[config.mk]
export PLATFORM = sky130hd
export DESIGN_NAME = alu_core
export DESIGN_NICKNAME = d
export VERILOG_FILES = /design/src/logic/alu_unit.v /design/src/logic/mult_8x8.v /design/src/logic/alu_core.v
export VERILOG_INCLUDE_DIRS = /design/src /design/src/logic
export SDC_FILE = /design/constraint.sdc
export NUM_CORES = 1
export LEC_CHECK = 0
export BUFFER_PORTS_ARGS = -buffer_cell sky130_fd_sc_hd__buf_2
export CORE_UTILIZATION = 64
export CTS_BUF_LIST = sky130_fd_sc_hd__clkbuf_4
export DETAILED_ROUTE_END_ITERATION = 6
export HOLD_SLACK_MARGIN = 0.1
export MAX_ROUTING_LAYER = met4
export PLACE_DENSITY = 0.84
export RECOVER_POWER = 100
export SYNTH_ARGS = -nofsm -noshare
export SYNTH_HDL_FRONTEND = slang
export SYNTH_HIERARCHICAL = 1
export SYNTH_SLANG_ARGS = --single-unit
[constraint.sdc]
create_clock -name core_clk -period 7.1 [get_ports core_clk]
set_input_delay 1.065 -clock core_clk [delete_from_list [all_inputs] [get_ports core_clk]]
set_output_delay 1.065 -clock core_clk [all_outputs]
set_load 0.02 [all_outputs]
[src/logic/core_alu_defs.vh]
// constants for the 8-bit datapath core: offsets, fields, opcodes, reset values
`ifndef CORE_ALU_DEFS_VH
`define CORE_ALU_DEFS_VH

// ----------------------------------------------------------------
// register byte offsets on the axi4-lite slave
// ----------------------------------------------------------------
`define OFS_INSTR      8'h00
`define OFS_STATUS     8'h04
`define OFS_WORK       8'h08
`define OFS_PROD       8'h0c
`define OFS_PC         8'h10
`define OFS_FILE_HI    2'b01
`define RESP_OKAY      2'b00
`define RESP_SLVERR    2'b10

// ----------------------------------------------------------------
// flag positions in alu_status_register, busy bit in status word
// ----------------------------------------------------------------
`define FLG_C          0
`define FLG_DIG        1
`define FLG_Z          2
`define FLG_OVF        3
`define STAT_BUSY      8
`define STAT_RST       4'h0
`define PC_RST         16'h0000
`define BYTE_RST       8'h00

// ----------------------------------------------------------------
// data-space addresses of mapped special registers
// ----------------------------------------------------------------
`define FA_WORK        4'h8
`define FA_STAT        4'h9
`define FA_PCL         4'ha
`define FA_PCH         4'hb
`define FA_PRODL       4'hc
`define FA_PRODH       4'hd

// ----------------------------------------------------------------
// opcode field [15:12]
// ----------------------------------------------------------------
`define OP_NOP         4'h0
`define OP_ADD         4'h1
`define OP_SUB         4'h2
`define OP_AND         4'h3
`define OP_OR          4'h4
`define OP_XOR         4'h5
`define OP_ROL         4'h6
`define OP_ROR         4'h7
`define OP_LOAD_W      4'h8
`define OP_STORE_W     4'h9
`define OP_MUL         4'ha
`define OP_COPY        4'hb
`define OP_ADD_K       4'hc
`define OP_SUB_K       4'hd
`define OP_GOTO        4'he
`define OP_LOAD_K      4'hf

`endif

[src/logic/alu_unit.v]
// 8-bit two's complement alu with carry, digit carry, zero and overflow
`include "core_alu_defs.vh"

module alu_unit (
    // operation
    input  wire [3:0] op,
    input  wire       c_in,
    // operands
    input  wire [7:0] f_opd,
    input  wire [7:0] w_opd,
    input  wire [7:0] lit,
    // result and flags
    output reg  [7:0] res,
    output reg  [3:0] flg,
    output reg  [3:0] upd
);

    reg [7:0] a_opd;
    reg [7:0] b_opd;
    reg       cin;
    reg [8:0] sum9;
    reg [4:0] lo5;

    always @* begin
        a_opd = ((op == `OP_ADD_K) || (op == `OP_SUB_K)) ? lit : f_opd;
        cin   = (op == `OP_SUB) || (op == `OP_SUB_K);
        // subtraction as a + ~b + 1, so carry reads as inverted borrow
        b_opd = cin ? ~w_opd : w_opd;
        sum9  = {1'b0, a_opd} + {1'b0, b_opd} + {8'h00, cin};
        lo5   = {1'b0, a_opd[3:0]} + {1'b0, b_opd[3:0]} + {4'h0, cin};
        res   = 8'h00;
        flg   = 4'h0;
        upd   = 4'h0;
        case (op)
            `OP_ADD, `OP_SUB, `OP_ADD_K, `OP_SUB_K: begin
                res          = sum9[7:0];
                flg[`FLG_C]  = sum9[8];
                flg[`FLG_DIG] = lo5[4];
                // only bit 6 into bit 7 of this byte matters
                flg[`FLG_OVF] = (a_opd[7] == b_opd[7]) && (sum9[7] != a_opd[7]);
                upd          = 4'hf;
            end
            `OP_AND: begin
                res = f_opd & w_opd;
                upd[`FLG_Z] = 1'b1;
            end
            `OP_OR: begin
                res = f_opd | w_opd;
                upd[`FLG_Z] = 1'b1;
            end
            `OP_XOR: begin
                res = f_opd ^ w_opd;
                upd[`FLG_Z] = 1'b1;
            end
            `OP_ROL: begin
                res         = {f_opd[6:0], c_in};
                flg[`FLG_C] = f_opd[7];
                upd[`FLG_C] = 1'b1;
            end
            `OP_ROR: begin
                res         = {c_in, f_opd[7:1]};
                flg[`FLG_C] = f_opd[0];
                upd[`FLG_C] = 1'b1;
            end
            `OP_LOAD_W: begin
                res = f_opd;
                upd[`FLG_Z] = 1'b1;
            end
            default: begin
                res = f_opd;
            end
        endcase
        flg[`FLG_Z] = (res == 8'h00);
    end

endmodule // alu_unit

[src/logic/mult_8x8.v]
// unsigned 8x8 multiplier, full product settles within one cycle
module mult_8x8 (
    // operands
    input  wire [7:0]  mul_a,
    input  wire [7:0]  mul_b,
    // product
    output wire [15:0] product
);

    assign product = {8'h00, mul_a} * {8'h00, mul_b};

endmodule // mult_8x8

[src/logic/alu_core.v]
// 8-bit core datapath: two-stage pipe, alu, multiplier, axi4-lite slave
//
// Overview of operation
// - alu works on 8-bit operands: add, subtract, rotate, logical ops.
// - arithmetic uses two's complement unless the opcode says otherwise.
// - instructions update carry, digit carry, zero and overflow in status; here only add/sub do, logic ops and load w set zero, rotates carry.
// - in subtraction carry and digit carry are inverted borrows.
// - overflow set when signed 8-bit result leaves -128..127.
// - overflow looks only at bits 6 and 7 of one byte.
// - unsigned 8x8 multiply gives full 16-bit product in one cycle.
// - alu ops take working register and any file register.
// - some ops move file register to file register bypassing working register.
// - fetch of next opcode overlaps execution of current one.
// - opcodes are 16-bit words fetched in one cycle, separate program path.
// - all instructions single cycle except branches.
// - special registers, pc and working register, live in data space.
// - program counter spans 64k words of 16 bits.
`include "core_alu_defs.vh"

module alu_core (
    // clock and reset
    input  wire        core_clk,
    input  wire        rst_b,
    // axi4-lite write address
    input  wire [7:0]  s_axi_awaddr,
    input  wire        s_axi_awvalid,
    output reg         s_axi_awready,
    // axi4-lite write data
    input  wire [31:0] s_axi_wdata,
    input  wire [3:0]  s_axi_wstrb,
    input  wire        s_axi_wvalid,
    output reg         s_axi_wready,
    // axi4-lite write response
    output reg  [1:0]  s_axi_bresp,
    output reg         s_axi_bvalid,
    input  wire        s_axi_bready,
    // axi4-lite read address
    input  wire [7:0]  s_axi_araddr,
    input  wire        s_axi_arvalid,
    output reg         s_axi_arready,
    // axi4-lite read data
    output reg  [31:0] s_axi_rdata,
    output reg  [1:0]  s_axi_rresp,
    output reg         s_axi_rvalid,
    input  wire        s_axi_rready
);

    // ----------------------------------------------------------------
    // state
    // ----------------------------------------------------------------
    reg [7:0]  file_ff [0:7];
    reg [7:0]  working_register_ff;
    reg [3:0]  alu_status_register_ff;
    reg [15:0] program_counter_ff;
    reg [7:0]  pc_latch_hi_ff;
    reg [15:0] prod_ff;
    reg [15:0] fetch_ir_ff;
    reg        fetch_vld_ff;
    reg [15:0] exe_ir_ff;
    reg        exe_vld_ff;
    reg        flush_ff;
    reg [7:0]  aw_addr_ff;
    reg        aw_have_ff;
    reg [31:0] w_data_ff;
    reg [3:0]  w_strb_ff;
    reg        w_have_ff;
    integer    i;

    // ----------------------------------------------------------------
    // execute stage decode
    // ----------------------------------------------------------------
    wire [3:0]  op      = exe_ir_ff[15:12];
    wire [3:0]  fa      = exe_ir_ff[11:8];
    wire        dst_f   = exe_ir_ff[7];
    wire [3:0]  fb      = exe_ir_ff[7:4];
    wire [7:0]  lit     = exe_ir_ff[7:0];
    wire        exe_go  = exe_vld_ff && !flush_ff;
    wire [7:0]  f_val;
    wire [7:0]  alu_res;
    wire [3:0]  alu_flg;
    wire [3:0]  alu_upd;
    wire [15:0] product;

    // data-space read port; special registers sit beside the file bytes
    function [7:0] data_rd;
        input [3:0] addr;
        begin
            case (addr)
                `FA_WORK:  data_rd = working_register_ff;
                `FA_STAT:  data_rd = {4'h0, alu_status_register_ff};
                `FA_PCL:   data_rd = program_counter_ff[7:0];
                `FA_PCH:   data_rd = pc_latch_hi_ff;
                `FA_PRODL: data_rd = prod_ff[7:0];
                `FA_PRODH: data_rd = prod_ff[15:8];
                default:   data_rd = addr[3] ? 8'h00 : file_ff[addr[2:0]];
            endcase
        end
    endfunction

    assign f_val = data_rd(fa);

    alu_unit alu_unit_inst (
        .op    (op),
        .c_in  (alu_status_register_ff[`FLG_C]),
        .f_opd (f_val),
        .w_opd (working_register_ff),
        .lit   (lit),
        .res   (alu_res),
        .flg   (alu_flg),
        .upd   (alu_upd)
    );

    mult_8x8 mult_8x8_inst (
        .mul_a   (working_register_ff),
        .mul_b   (f_val),
        .product (product)
    );

    // ----------------------------------------------------------------
    // result write-back selection
    // ----------------------------------------------------------------
    reg       wb_en;
    reg [3:0] wb_addr;
    reg [7:0] wb_data;
    reg       branch;

    always @* begin
        wb_en   = 1'b0;
        wb_addr = `FA_WORK;
        wb_data = alu_res;
        branch  = 1'b0;
        case (op)
            `OP_ADD, `OP_SUB, `OP_AND, `OP_OR,
            `OP_XOR, `OP_ROL, `OP_ROR: begin
                wb_en   = 1'b1;
                wb_addr = dst_f ? fa : `FA_WORK;
            end
            `OP_LOAD_W, `OP_ADD_K, `OP_SUB_K: begin
                wb_en = 1'b1;
            end
            `OP_LOAD_K: begin
                wb_en   = 1'b1;
                wb_data = lit;
            end
            `OP_STORE_W: begin
                wb_en   = 1'b1;
                wb_addr = fa;
                wb_data = working_register_ff;
            end
            `OP_COPY: begin
                // straight file-to-file, working register untouched
                wb_en   = 1'b1;
                wb_addr = fb;
                wb_data = f_val;
            end
            `OP_GOTO: begin
                branch = 1'b1;
            end
            default: begin
                wb_en = 1'b0;
            end
        endcase
        // writing pc low is a computed jump and costs the same as a branch
        if (wb_en && (wb_addr == `FA_PCL))
            branch = 1'b1;
        if (!exe_go) begin
            wb_en  = 1'b0;
            branch = 1'b0;
        end
    end

    // ----------------------------------------------------------------
    // axi4-lite write side
    // ----------------------------------------------------------------
    wire aw_fire   = s_axi_awvalid && s_axi_awready;
    wire w_fire    = s_axi_wvalid && s_axi_wready;
    wire is_instr  = (aw_addr_ff == `OFS_INSTR);
    wire strb_ok   = w_strb_ff[0] && w_strb_ff[1];
    // an instruction can only enter fetch when no branch is draining
    wire fetch_ok  = !flush_ff && !branch;
    wire wr_ready  = aw_have_ff && w_have_ff && !s_axi_bvalid;
    wire wr_go     = wr_ready && (!(is_instr && strb_ok) || fetch_ok);
    wire fetch_take = wr_go && is_instr && strb_ok;

    wire nxt_aw_have = (aw_have_ff || aw_fire) && !wr_go;
    wire nxt_w_have  = (w_have_ff || w_fire) && !wr_go;
    wire nxt_bvalid  = wr_go || (s_axi_bvalid && !s_axi_bready);

    always @(posedge core_clk or negedge rst_b) begin
        if (!rst_b) begin
            aw_addr_ff    <= 8'h00;
            aw_have_ff    <= 1'b0;
            w_data_ff     <= 32'h0000_0000;
            w_strb_ff     <= 4'h0;
            w_have_ff     <= 1'b0;
            s_axi_awready <= 1'b0;
            s_axi_wready  <= 1'b0;
            s_axi_bvalid  <= 1'b0;
            s_axi_bresp   <= `RESP_OKAY;
        end else begin
            if (aw_fire)
                aw_addr_ff <= s_axi_awaddr;
            if (w_fire) begin
                w_data_ff <= s_axi_wdata;
                w_strb_ff <= s_axi_wstrb;
            end
            aw_have_ff    <= nxt_aw_have;
            w_have_ff     <= nxt_w_have;
            s_axi_awready <= !nxt_aw_have && !nxt_bvalid;
            s_axi_wready  <= !nxt_w_have && !nxt_bvalid;
            s_axi_bvalid  <= nxt_bvalid;
            // only the instruction port is writable; a write without strobes 0 and 1 both set is refused
            // refused writes are still answered, so a master never waits forever
            if (wr_go)
                s_axi_bresp <= fetch_take ? `RESP_OKAY : `RESP_SLVERR;
        end
    end

    // ----------------------------------------------------------------
    // two-stage pipe: fetch latches next opcode while execute runs
    // ----------------------------------------------------------------
    always @(posedge core_clk or negedge rst_b) begin
        if (!rst_b) begin
            fetch_ir_ff  <= 16'h0000;
            fetch_vld_ff <= 1'b0;
            exe_ir_ff    <= 16'h0000;
            exe_vld_ff   <= 1'b0;
            flush_ff     <= 1'b0;
        end else begin
            if (fetch_take)
                fetch_ir_ff <= w_data_ff[15:0];
            fetch_vld_ff <= fetch_take;
            // opcode in fetch moves on as the current one executes
            exe_ir_ff    <= fetch_ir_ff;
            // a branch discards the opcode fetched beside it
            exe_vld_ff   <= fetch_vld_ff && !branch;
            flush_ff     <= branch;
        end
    end

    // ----------------------------------------------------------------
    // program counter, 16 bits wide for a 64k word space
    // ----------------------------------------------------------------
    always @(posedge core_clk or negedge rst_b) begin
        if (!rst_b) begin
            program_counter_ff <= `PC_RST;
        end else if (exe_go && (op == `OP_GOTO)) begin
            // high byte always comes from the latch, never from the opcode
            program_counter_ff <= {pc_latch_hi_ff, lit};
        end else if (wb_en && (wb_addr == `FA_PCL)) begin
            program_counter_ff <= {pc_latch_hi_ff, wb_data};
        end else if (fetch_take) begin
            // wraps at the top of the space
            program_counter_ff <= program_counter_ff + 16'h0001;
        end
    end

    // ----------------------------------------------------------------
    // data space write-back and status flags
    // ----------------------------------------------------------------
    always @(posedge core_clk or negedge rst_b) begin
        if (!rst_b) begin
            for (i = 0; i < 8; i = i + 1)
                file_ff[i] <= `BYTE_RST;
            working_register_ff    <= `BYTE_RST;
            alu_status_register_ff <= `STAT_RST;
            pc_latch_hi_ff         <= `BYTE_RST;
            prod_ff                <= 16'h0000;
        end else begin
            if (exe_go) begin
                // flags not touched by this opcode keep their value
                alu_status_register_ff <= (alu_flg & alu_upd) |
                                          (alu_status_register_ff & ~alu_upd);
                if (op == `OP_MUL)
                    prod_ff <= product;
            end
            if (wb_en) begin
                case (wb_addr)
                    `FA_WORK:  working_register_ff <= wb_data;
                    // an explicit write to status beats the flag update
                    `FA_STAT:  alu_status_register_ff <= wb_data[3:0];
                    // pc low itself is loaded by the jump logic above
                    `FA_PCL:   pc_latch_hi_ff <= pc_latch_hi_ff;
                    `FA_PCH:   pc_latch_hi_ff <= wb_data;
                    `FA_PRODL: prod_ff[7:0] <= wb_data;
                    `FA_PRODH: prod_ff[15:8] <= wb_data;
                    default: begin
                        if (!wb_addr[3])
                            file_ff[wb_addr[2:0]] <= wb_data;
                    end
                endcase
            end
        end
    end

    // ----------------------------------------------------------------
    // axi4-lite read side, data taken straight into rdata register
    // ----------------------------------------------------------------
    wire       ar_fire    = s_axi_arvalid && s_axi_arready;
    wire       nxt_rvalid = ar_fire || (s_axi_rvalid && !s_axi_rready);
    // busy spans fetch, execute and the slot drained after a branch
    wire       busy       = fetch_vld_ff || exe_vld_ff || flush_ff;
    // decoded from the live address, which the master holds until arready
    reg [31:0] rd_mux;
    reg [1:0]  rd_resp;

    always @* begin
        rd_mux  = 32'h0000_0000;
        rd_resp = `RESP_OKAY;
        case (s_axi_araddr)
            `OFS_INSTR:  rd_mux = 32'h0000_0000;
            `OFS_STATUS: rd_mux = {23'h000000, busy, 4'h0, alu_status_register_ff};
            `OFS_WORK:   rd_mux = {24'h000000, working_register_ff};
            `OFS_PROD:   rd_mux = {16'h0000, prod_ff};
            `OFS_PC:     rd_mux = {16'h0000, program_counter_ff};
            default: begin
                // data-space window: one byte per word
                if ((s_axi_araddr[7:6] == `OFS_FILE_HI) && (s_axi_araddr[1:0] == 2'b00)
                        && !(s_axi_araddr[5] && s_axi_araddr[4] && s_axi_araddr[3]))
                    rd_mux = {24'h000000, data_rd(s_axi_araddr[5:2])};
                else
                    rd_resp = `RESP_SLVERR;
            end
        endcase
    end

    always @(posedge core_clk or negedge rst_b) begin
        if (!rst_b) begin
            s_axi_arready <= 1'b0;
            s_axi_rvalid  <= 1'b0;
            s_axi_rdata   <= 32'h0000_0000;
            s_axi_rresp   <= `RESP_OKAY;
        end else begin
            s_axi_rvalid  <= nxt_rvalid;
            s_axi_arready <= !nxt_rvalid;
            if (ar_fire) begin
                s_axi_rdata <= rd_mux;
                s_axi_rresp <= rd_resp;
            end
        end
    end

endmodule // alu_core

# --- Word-level counts from Yosys, hierarchy flattened ---
# Index checks and enable logic that the tools add are counted.
word_totals:
  out_inout_bits: 41
  input_bits: 59
  latch_bits: 0
  rom_bits: 0
  ff_bits: 220
  memories: 0
  ramBits: 0
classes:
  magnitude_cmp: 4
  n_shift: 0
  reduce_logical: 64
  addsub: 5
  mul: 1
  bitwise_logic: 13
  mux: 46
  div_mod_pow: 0
  n_eq_ne: 40
ops:
  columns: ["cell", "n"]
  rows:
  - ["$pmux 8 s6", 3]
  - ["$eq 4x4->1 const B", 26]
  - ["$mux 16", 6]
  - ["$mux 8", 12]
  - ["$pmux 16 s5", 1]
  - ["$bwmux 64", 1]
  - ["$bmux 8 s3", 2]
  - ["$logic_and 1x1->1", 28]
  - ["$demux 8 s3", 1]
  - ["$logic_not 8->1", 3]
  - ["$pmux 8 s3", 1]
  - ["$add 16x1->16 const B", 1]
  - ["$eq 4x3->1 const B", 4]
  - ["$eq 8x4->1 const B", 2]
  - ["$mul 8x8->16", 1]
  - ["$mux 4", 4]
  - ["$reduce_or 13->1", 1]
  - ["$ge 4x4->1 const B", 3]
  - ["$logic_not 1->1", 12]
  - ["$not 3->4", 3]
  - ["$pmux 4 s3", 1]
  - ["$reduce_or 6->1", 2]
  - ["$mux 1", 10]
  - ["$add 8x8->9", 1]
  - ["other kinds (30)", 44]

# --- Depth between registers and ports, before layout ---
# Gate-level depths: netlist (run 1).
logic_depth:
  word_depth: 17
  ltp_mapped: 24
  ltp_nobuf: 21

# --- Modules after synthesis ---
# Netlist (run 1), hierarchy kept.
modules_own_cells:
  columns: ["module", "seq_area_each_um2", "cells_per_inst", "area_each_um2", "instances"]
  rows:
  - ["alu_core", 5054.8, 943, 11031.8, 1]
  - ["mult_8x8", 0.0, 243, 2125.8, 1]
  - ["alu_unit", 0.0, 220, 1495.2, 1]

# --- Worst setup path after synthesis (run 1) ---
# Ideal clock, no wire load.
synth_path:
  kind: "register to register"
  start: "reg exe_ir_ff[8]"
  end: "reg prod_ff[11]"
  period_less_slack_ns: 5.723
  stages_incl_launch_ff: 24
  slack_ns: 1.377
  required_ns: 6.975
  t_arrival_ns: 5.599
  cell_sequence: "dfrtp_1 > buf_6 > buf_6 > buf_4 > mux4_2 > o221ai_1 > o31ai_1 > and2_1 > fa_1 > inv_1 > fa_1 > inv_1 > fa_1 > inv_1 > fa_1 > inv_1 > ha_1 > a21o_1 > a21oi_2 > nand2_1 > a31oi_1 > xnor2_1 > mux2_2 > mux2_2"
synth_rtl:
  columns: ["item", "line_no", "text"]
  rows:
  - ["start, declared", "alu_core.v:59", "reg [15:0] exe_ir_ff;"]
  - ["start signal, assigned", "alu_core.v:234", "exe_ir_ff <= fetch_ir_ff;"]
  - ["$not 3->4 (not written as such)", "alu_core.v:95", "default: data_rd = addr[3] ? 8'h00 : file_ff[addr[2:0]];"]
  - ["$bmux 8 s3", "alu_core.v:95", null]
  - ["$mux 8 (not written as such) (2 in a row)", "alu_core.v:95", null]
  - ["$mux 8", "alu_core.v:95", null]
  - ["$pmux 8 s6 *", "alu_core.v:88", "case (addr)"]
  - ["net f_val[2]", "alu_core.v:78", "wire [7:0] f_val;"]
  - ["$mul 8x8->16 *", "mult_8x8.v:10", "assign product = {8'h00, mul_a} * {8'h00, mul_b};"]
  - ["net product[11]", "alu_core.v:82", "wire [15:0] product;"]
  - ["$mux 16 *", "alu_core.v:274", "if (op == `OP_MUL)"]
  - ["$mux 16 *", "alu_core.v:270", "if (exe_go) begin"]
  - ["$mux 8", "alu_core.v:278", "case (wb_addr)"]
  - ["$mux 16 *", "alu_core.v:277", "if (wb_en) begin"]
  - ["end signal, assigned", "alu_core.v:275", "prod_ff <= product;"]
  - ["end signal, assigned", "alu_core.v:286", "`FA_PRODH: prod_ff[15:8] <= wb_data;"]
  - ["end, declared", "alu_core.v:56", "reg [15:0] prod_ff;"]
# The timed path passes the listed nets; every way through them passes the cells marked *. The select of a mux whose other input is x is not followed.
# A chain may end at the register's enable or synchronous reset.

# --- Final worst setup path (run 1) ---
layout_path:
  start: "reg exe_ir_ff[10]"
  end: "reg prod_ff[12]"
# Same word-level chain as after synthesis.

==> results.toml, run 1 <==
[status]
status = "complete, but fails checks"
violations = "capacitance limit, slew limit"

[clock_tree]
holdBufCountCts = 0
post_cts.resized_instances = 0
clockRootBuffer = "clkbuf_4"
cts_max_level = 2
clock_latency_ps = 670
cts_sinks = 202
cts_tree = "done"
clkTransAtPathRegs_ps = 70
numCtsBuffers = 51
post_cts_buffers = 0
cts_buffer_depth = 3

[cells_and_area]
drive_above_1_share = 0.2287
fin_area_mm2 = 0.01561
design.final.nets = 1626
final_cell_mix = "dfrtp_1, mux2_2, nand2_1"
final_common_cell = "dfrtp_1"
syn2layout_area_growth_pct = 6.541

[synth]
syn_area_per_cell_um2 = 10.42
synth-seq-cells = 202
synth_compound_area_frac = 0.1370
synth_top_area_cell = "dfrtp_1"
async_reset_ff_frac = 1.000
synth_top_family_by_area = "multiplexers"
synth_xor_area_frac = 0.02212
synthSimpleGateAreaFrac = 0.1388
synthDominantCellAreaShare = 0.3450
synth_fa_ha_area_frac = 0.1018
syn_inst = 1406
synth_edf_count = 0
synth.area.top_cells = "dfrtp_1, mux2_2, ha_1"
yosysUniqueCellTypes = 90
yosysWarnings = 6
yosysSeqAreaShare = 0.3450
netlist_area_mm2 = 0.01465
synthMuxAreaShare = 0.1988
ys.flop_type = "dfrtp_1"

[setup_path]
cp_max_fo = 17
worstSetupEndpointType = "flop"
crit_type = "flop to flop"
required_ps = 7650
crit_arrival_ps = 7250
start_kind = "flop"

[hold_path]
hp-class = "flop to flop"

[pwr]
irDropWorstVdd_mv = 0.2565
finalPower_w = 0.002753
power.density_mw_per_mm2 = 176.3
leakagePower_nw = 7.398

[global_routing]
antenna_found_initial = 2
grt_pass1_vias = 11910
globalRouteOverflowTotal = 0
grt_usage = 0.3557
grt_pass1_wl_um = 63520
grt_start_max_net_pins = 86

[floorplan]
design.core.area_mm2 = 0.02216
die-area_mm2 = 0.02350
die_y_um = 153.3
die_x_um = 153.3
io_pins = 100
rows = 54
start_util = 0.6612

[routing]
ant_nets = 0
drt-wirelength-per-cell_um = 21.92
drt_first_pass_iters = 6
drt_first_iter_violations = 1260
num_vias = 11920
routed_wl_um = 39330
drc = 0
via_per_inst = 6.643

[sta]
finalMaxSlewViolations = 195
fmax_mhz = 149.3
relSlewSlack = -1.860
setup-violations-final = 0
worst_pin_slew_ps = 4290
fin_worst_skew_ps = 31.82
worst_hold_slack_ps = 367.7
finalCriticalPeriod_ps = 6697
period_share = 0.9433
hold_viol_final = 0
rsz0062_at_grt = "no"
tns_ps = 0

[placed_design]
placed_cell_area_mm2 = 0.01510
dp_hpwl_um = 27550
port_buffers = 63
routabilityCongestion = 0.9683

[flow_run]
cap_violations = 3
## state kept, by name, summed over array words and instances, names as in the netlist, 2 cells and up
| name | flops |
|---|---|
| exe_ir_ff | 16 |
| aw_addr_ff | 8 |
| fetch_ir_ff | 16 |
| pc_latch_hi_ff | 8 |
| s_axi_rdata | 16 |
| working_register_ff | 8 |
| w_data_ff | 16 |
| alu_status_register_ff | 4 |
| file_ff | 64 |
| prod_ff | 16 |
| program_counter_ff | 16 |
| w_strb_ff | 2 |
## synth_stat cells, types with 9 or more instances
| cell | n |
|---|---|
| mux4_2 | 31 |
| a21o_1 | 16 |
| buf_2 | 26 |
| xor2_1 | 14 |
| inv_1 | 75 |
| nor2_1 | 50 |
| o22ai_1 | 14 |
| ha_1 | 60 |
| xnor2_1 | 23 |
| o21ai_0 | 63 |
| nor2b_1 | 15 |
| mux2_2 | 144 |
| o211ai_1 | 10 |
| a21oi_1 | 63 |
| nand2b_1 | 11 |
| nand2_1 | 110 |
| dfrtp_1 | 202 |
| mux2i_1 | 42 |
| fa_1 | 37 |
| and3_1 | 16 |
| a22oi_1 | 28 |
| and2_1 | 56 |
| nor3_1 | 12 |
| clkbuf_1 | 43 |
| nand3_1 | 19 |
| buf_4 | 22 |
| nor3b_1 | 9 |
| a221o_1 | 9 |
| nand4b_1 | 9 |
| o221ai_1 | 10 |
## worst max-delay path, cell delays in order, from the launching register on
cell,delay [ps]
dfrtp_1,860
clkbuf_1,420
nand2b_1,310
o221ai_1,200
o221ai_1,260
o31ai_1,330
clkbuf_1,230
and2_1,190
fa_1,430
fa_1,500
inv_1,60
fa_1,510
fa_1,490
inv_1,50
ha_1,360
a211o_1,300
o211ai_1,260
nor3b_2,240
xnor2_1,80
mux2_2,250
mux2_2,260
## report_power, final
| part | total (W) | internal (W) | switching (W) | leakage (nW) |
|---|---|---|---|---|
| clock | 0.000969 | 0.000484 | 0.000485 | 0.381 |
| sequential | 0.00133 | 0.00126 | 0.0000777 | 2.74 |
| combinational | 0.000451 | 0.000182 | 0.000269 | 4.28 |
## per-stage QoR
step | util | instances | setup WS, ps
5_1_grt | 0.7044 | 1794 | 171.0
3_3_place_gp | 0.6812 | 1697 | 810.2
3_5_place_dp | 0.6812 | 1697 | 731.3
2_1_floorplan | - | 1423 | 1377
4_1_cts | 0.7105 | 1793 | 677.0
6_report | 0.7044 | 1794 | 402.9
## kinds of logic (layout without fill, tap and decap cells)
kind of cell / count (synthesis) / count (layout)
adders and majority gates: 97 / 97
DFF: 202 / 202
muxes: 227 / 227
other: 1 / 19
xor gates and xnor gates: 37 / 37
buffers and inverters: 179 / 269
and+or+nand+nor: 368 / 368
AOI/OAI and AO/OA: 295 / 295
## path summary, 6_finish.rpt
check	end	slack, ps	cells past startpoint	from
max	prod_ff[12]	400	20	exe_ir_ff[10]
min	exe_ir_ff[14]	370	0	fetch_ir_ff[14]
max reg2reg	prod_ff[12]	400	20	exe_ir_ff[10]
min reg2reg	exe_ir_ff[14]	370	0	fetch_ir_ff[14]
max in group asynchronous	exe_ir_ff[8]	1810	2	rst_b
min in group asynchronous	w_data_ff[13]	1920	1	rst_b
## cell type report
class                   instances  area (µm²)
fillers                      1678        6550
diodes                          1       2.502
well taps                     280       350.3
repair buffers                 94       488.0
multi-input cells            1042        8768
clock inverters                22       93.84
flip-flops and latches        202        5056
clock buffers                  74       555.5
inverters                      79       296.5
## per-layer routing
layer	GRT usage	up-vias	routed length [µm]
met3	0.06890	156	3679
met1	0.4405	5838	15350
met4	0.1645	0	1856
met2	0.5649	690	18440
li1	-	5234	-
met5	-	-	0
No activity file was read; power rests on OpenSTA's default activity.
==> run 2: changes to the inputs <==
--- a/config.mk
+++ b/config.mk
@@ -10,10 +10,9 @@
 export CORE_UTILIZATION = 64
 export CTS_BUF_LIST = sky130_fd_sc_hd__clkbuf_4
 export DETAILED_ROUTE_END_ITERATION = 6
-export HOLD_SLACK_MARGIN = 0.1
 export MAX_ROUTING_LAYER = met4
 export PLACE_DENSITY = 0.84
-export RECOVER_POWER = 100
+export RECOVER_POWER = 50
 export SYNTH_ARGS = -nofsm -noshare
 export SYNTH_HDL_FRONTEND = slang
 export SYNTH_HIERARCHICAL = 1
==> run 2 against run 1 <==
  * The flow still finishes with violations (capacitance limit, slew limit)
  * Power rose by 0.43%
  * Critical path depth is 2 higher
  * Clock power about the same
  * Combinational power is 2% higher
  * Sequential power is essentially flat
  * Core utilization is 0.55 points higher
  * Clock-buffer cell count did not move
  * Clock skew is 3.4 ps higher
  * Maximum frequency increased by 3.4%
  * Final area up 0.78%
  * Cell count unchanged
  * Highest routed layer unchanged
==> results.toml, run 2 (same netlist as run 1, synthesis figures left out) <==
[status]
status = "complete, but fails checks"
violations = "capacitance limit, slew limit"

[routing]
wl_met3_um = 3649
drt_first_iter_violations = 1260
ant_nets = 0
met2_length_um = 18440
num_vias = 11870
wl_met1_um = 15380
routed_wl_um = 39290
drt-wirelength-per-cell_um = 21.90
via_per_inst = 6.614
drt_first_pass_iters = 6
drc = 0
top_layer_used = "met4"

[setup_path]
cpMaxStageDelayCell = "dfrtp_2"
required_ps = 7680
crit_type = "flop to flop"
slowest_delay_ps = 680
cp_max_fo = 32
start_kind = "flop"
worstSetupEndpointType = "flop"
crit_arrival_ps = 7060
cp_top_family = "adder cells"
crit_chain = "buf_4 > mux2i_1 > o221ai_1 > o221ai_1 > o31ai_1 > and2_1 > fa_1 > inv_1 > fa_1 > inv_1 > fa_1 > inv_1 > fa_1 > inv_1 > ha_1 > a21o_1 > a21oi_2 > nand2_1 > a31oi_1 > xnor2_1 > mux2_2 > mux2_2"
path_buf_inv = 5

[cells_and_area]
design.final.nets = 1626
final_cell_mix = "dfrtp_1, mux2_2, nand2_1"
final_common_cell = "dfrtp_1"
largest_register_ffs = 64
fin_area_mm2 = 0.01573
regMostFlops = "file_ff"
fillers = 1632
final_cells = 1794
drive_above_1_share = 0.2571
syn2layout_area_growth_pct = 7.369
multi_input_area_mm2 = 0.008837
seqCellArea_mm2 = 0.005056

[sta]
finalCriticalPeriod_ps = 6479
setup-violations-final = 0
period_share = 0.9125
rsz0062_at_grt = "no"
hold_viol_final = 0
layout_setup_ws_ps = 621.0
fin_worst_skew_ps = 35.23
worst_hold_slack_ps = 369.4
finalMaxSlewViolations = 150
relSlewSlack = -1.866
fmax_mhz = 154.3
tns_ps = 0
worst_pin_slew_ps = 4299

[floorplan]
io_pins = 100
rows = 54
die-area_mm2 = 0.02350
design.core.area_mm2 = 0.02216
die_x_um = 153.3
die_y_um = 153.3
start_util = 0.6612

[clock_tree]
cts_tree = "done"
clock_latency_ps = 690
clkTransAtPathRegs_ps = 70
cts_max_level = 2
clockRootBuffer = "clkbuf_4"
holdBufCountCts = 0
post_cts_buffers = 0
numCtsBuffers = 51
post_cts.resized_instances = 0
cts_buffer_depth = 3
cts_sinks = 202

[placed_design]
pre_cts_ws_ps = 731.3
dp_hpwl_um = 27550
routabilityCongestion = 0.9683
placed_cell_area_mm2 = 0.01510
placed_cells = 1697
port_buffers = 63

[pwr]
seq_power_share = 0.483
p_int_w = 0.001930
power.switching_w = 0.0008353
leakagePower_nw = 7.555
irDropWorstVdd_mv = 0.2564
power.density_mw_per_mm2 = 175.7
switching_share = 0.3021
combPwrFrac = 0.166
clock_power_share = 0.351

[hold_path]
hp-class = "flop to flop"

[global_routing]
antenna_found_initial = 2
globalRouteOverflowTotal = 0
grt_start_max_net_pins = 86
grt_usage = 0.3557
grt_pass1_wl_um = 63520
grt_pass1_vias = 11910

[flow_run]
cap_violations = 2
## run 2: worst reg2reg max path: stages (launching register included)
cell and delay (ps):
dfrtp_2 680, buf_4 510, mux2i_1 290, o221ai_1 170, o221ai_1 260, o31ai_1 340
and2_1 260, fa_1 530, inv_1 50, fa_1 530, inv_1 50, fa_1 480
inv_1 50, fa_1 480, inv_1 40, ha_1 350, a21o_1 200, a21oi_2 160
nand2_1 100, a31oi_1 230, xnor2_1 110, mux2_2 260, mux2_2 260
## run 2: layer usage
layer	vias to the layer above	global-route usage
met5	-	-
li1	5230	-
met2	680	0.5649
met3	164	0.06890
met4	0	0.1645
met1	5791	0.4405
## run 2: worst paths after layout
check                               startpoint  depth (start not counted)       endpoint  slack (ps)
max in group asynchronous                rst_b                          2   exe_ir_ff[8]        1800
min in group asynchronous                rst_b                          1  w_data_ff[14]        1920
worst min-delay path            fetch_ir_ff[1]                          0   exe_ir_ff[1]         370
worst max register to register    exe_ir_ff[8]                         22    prod_ff[11]         620
worst min register to register  fetch_ir_ff[1]                          0   exe_ir_ff[1]         370
worst max-delay path              exe_ir_ff[8]                         22    prod_ff[11]         620
## run 2: cell type report
class	instances	share of cell area
multi-input cells	1042	0.5617
flip-flops and latches	202	0.3214
clock buffers	74	0.03531
repair buffers	94	0.03436
well taps	280	0.02227
inverters	79	0.01885
clock inverters	22	0.005965
diodes	1	0.0001591
## run 2: through the flow
stage	total power [W]	util
6_report	0.002765	0.7099
5_1_grt	0.002891	0.7099
4_1_cts	0.002773	0.7105
3_5_place_dp	0.001806	0.6812
3_3_place_gp	0.001781	0.6812
2_1_floorplan	0.001655	-
## run 2: power by group through the flow
stage	Clock, W	Combinational, W	Sequential [W]
final	0.000971	0.000459	0.00134
after global routing	0.00105	0.000496	0.00135
after CTS	0.000986	0.000455	0.00133
after detailed placement	0	0.000452	0.00135
after global placement	0	0.000439	0.00134
after floorplan	0	0.000321	0.00133
==> run 3: changes to the inputs <==
==> constraint.sdc (replaced) <==
create_clock -name core_clk -period 6.55 [get_ports core_clk]
set_input_delay 0.9825 -clock core_clk [delete_from_list [all_inputs] [get_ports core_clk]]
set_output_delay 0.9825 -clock core_clk [all_outputs]
set_load 0.02 [all_outputs]
==> run 3 against run 2 <==
  * The run ends with DRC, capacitance limit, slew limit left
  * Combinational power rose by 8.3%
  * Register-to-register slack got worse by 410 ps
  * Hold slack barely moved
  * Critical path type unchanged
  * Via count fell by 0.25%
  * Clock skew rose by 8.7 ps
==> results.toml, run 3 (same netlist as run 1, synthesis figures left out) <==
[status]
status = "complete, but fails checks"
violations = "DRC, capacitance limit, slew limit"

[sta]
setup-violations-final = 0
finalMaxSlewViolations = 130
period_share = 0.9672
rsz0062_at_grt = "no"
fin_worst_skew_ps = 43.96
worst_pin_slew_ps = 4442
tns_ps = 0
fmax_mhz = 157.8
finalCriticalPeriod_ps = 6335
relSlewSlack = -1.961
hold_viol_final = 0

[placed_design]
port_buffers = 63
routabilityCongestion = 1.004
dp_hpwl_um = 27700

[routing]
drt_first_iter_violations = 1244
drc = 1
via_per_inst = 6.634
routed_wl_um = 39370
num_vias = 11840
drt_first_pass_iters = 7
drt-wirelength-per-cell_um = 22.07
ant_nets = 0

[global_routing]
grt_start_max_net_pins = 120
grt_pass1_wl_um = 63630
antenna_found_initial = 1
grt_pass1_vias = 12050
globalRouteOverflowTotal = 0
grt_usage = 0.3573

[floorplan]
rows = 54
io_pins = 100
die_x_um = 153.3
design.core.area_mm2 = 0.02216
die-area_mm2 = 0.02350
start_util = 0.6612
die_y_um = 153.3

[cells_and_area]
syn2layout_area_growth_pct = 7.326
largest_register_ffs = 64
fin_util = 0.7096
drive_above_1_share = 0.2448
final_cell_mix = "dfrtp_1, mux2_2, nand2_1"
regMostFlops = "file_ff"
final_common_cell = "dfrtp_1"
design.final.nets = 1633

[pwr]
power.density_mw_per_mm2 = 189.4
irDropWorstVdd_mv = 0.2179
leakagePower_nw = 7.485

[flow_run]
cap_violations = 2

[setup_path]
worstSetupEndpointType = "flop"
crit_type = "flop to flop"
start_kind = "flop"
required_ps = 7120
crit_arrival_ps = 6900
cp_max_fo = 14

[clock_tree]
cts_buffer_depth = 3
clock_latency_ps = 690
cts_max_level = 2
clkTransAtPathRegs_ps = 60
holdBufCountCts = 0
clockRootBuffer = "clkbuf_4"
cts_sinks = 202
numCtsBuffers = 51
cts_tree = "done"

[hold_path]
hp-class = "flop to flop"
==> run 3: timing repair <==
item	in CTS	in global routing
buffers inserted	0	0
endpoints found under the setup margin	0	6
gates resized for setup	0	1
==> run 3: cell type report <==
cell class / count / area [µm²]
multi-input combinational: 1042 / 8837
fill: 1627 / 6435
sequential: 202 / 5059
timing repair buffer: 101 / 575.6
clock buffer: 66 / 495.5
tap: 280 / 350.3
inverter: 79 / 296.5
clock inverter: 13 / 110.1
antenna: 1 / 2.502
==> run 3: power by group <==
part	switching (W)	internal (W)	leakage, nW
clock network	0.000498	0.000542	0.357
logic	0.000292	0.000204	4.39
registers	0.0000802	0.00136	2.74
total	0.000871	0.00211	7.48
==> run 3: final timing paths <==
kind | depth (start not counted) | from | slack (ps) | to
max | 19 | exe_ir_ff[10] | 210 | prod_ff[14]
min | 0 | fetch_ir_ff[5] | 370 | exe_ir_ff[5]
max reg2reg | 19 | exe_ir_ff[10] | 210 | prod_ff[14]
min reg2reg | 0 | fetch_ir_ff[5] | 370 | exe_ir_ff[5]
max in group asynchronous | 2 | rst_b | 1330 | file_ff[2]
min in group asynchronous | 1 | rst_b | 440 | w_strb_ff[1]
==> run 3: metrics by stage <==
stage	hold WS [ps]	setup WS (ps)	cells	power, W	instance area, µm²
finish	369.4	214.8	1784	0.002979	15730
CTS	370.9	317.2	1783	0.002990	15760
global route	383.4	5.623	1784	0.003108	15730
floorplan	348.6	826.7	1423	0.001794	14720
global placement	354.8	413.0	1704	0.001932	15150
detailed placement	357.6	354.1	1704	0.001954	15150
==> run 3: critical path, cell delays in order (launching register included) <==
cell	delay, ps
dfrtp_1	740
buf_4	270
nor4bb_1	760
a32o_1	240
a21o_1	320
and2_1	220
fa_1	450
fa_1	520
fa_1	500
inv_1	50
fa_1	470
inv_1	40
ha_1	350
a21oi_1	170
o21ai_1	140
nor4_1	200
a21oi_1	120
xor2_1	160
mux2_2	260
mux2_2	260
==> run 3: metal layers <==
metal | up-vias | share of wire | global-route usage
met5 | - | 0 | -
met4 | 0 | 0.043 | 0.1664
met3 | 150 | 0.088 | 0.06294
met2 | 652 | 0.48 | 0.5658
met1 | 5803 | 0.39 | 0.4478
li1 | 5230 | - | -
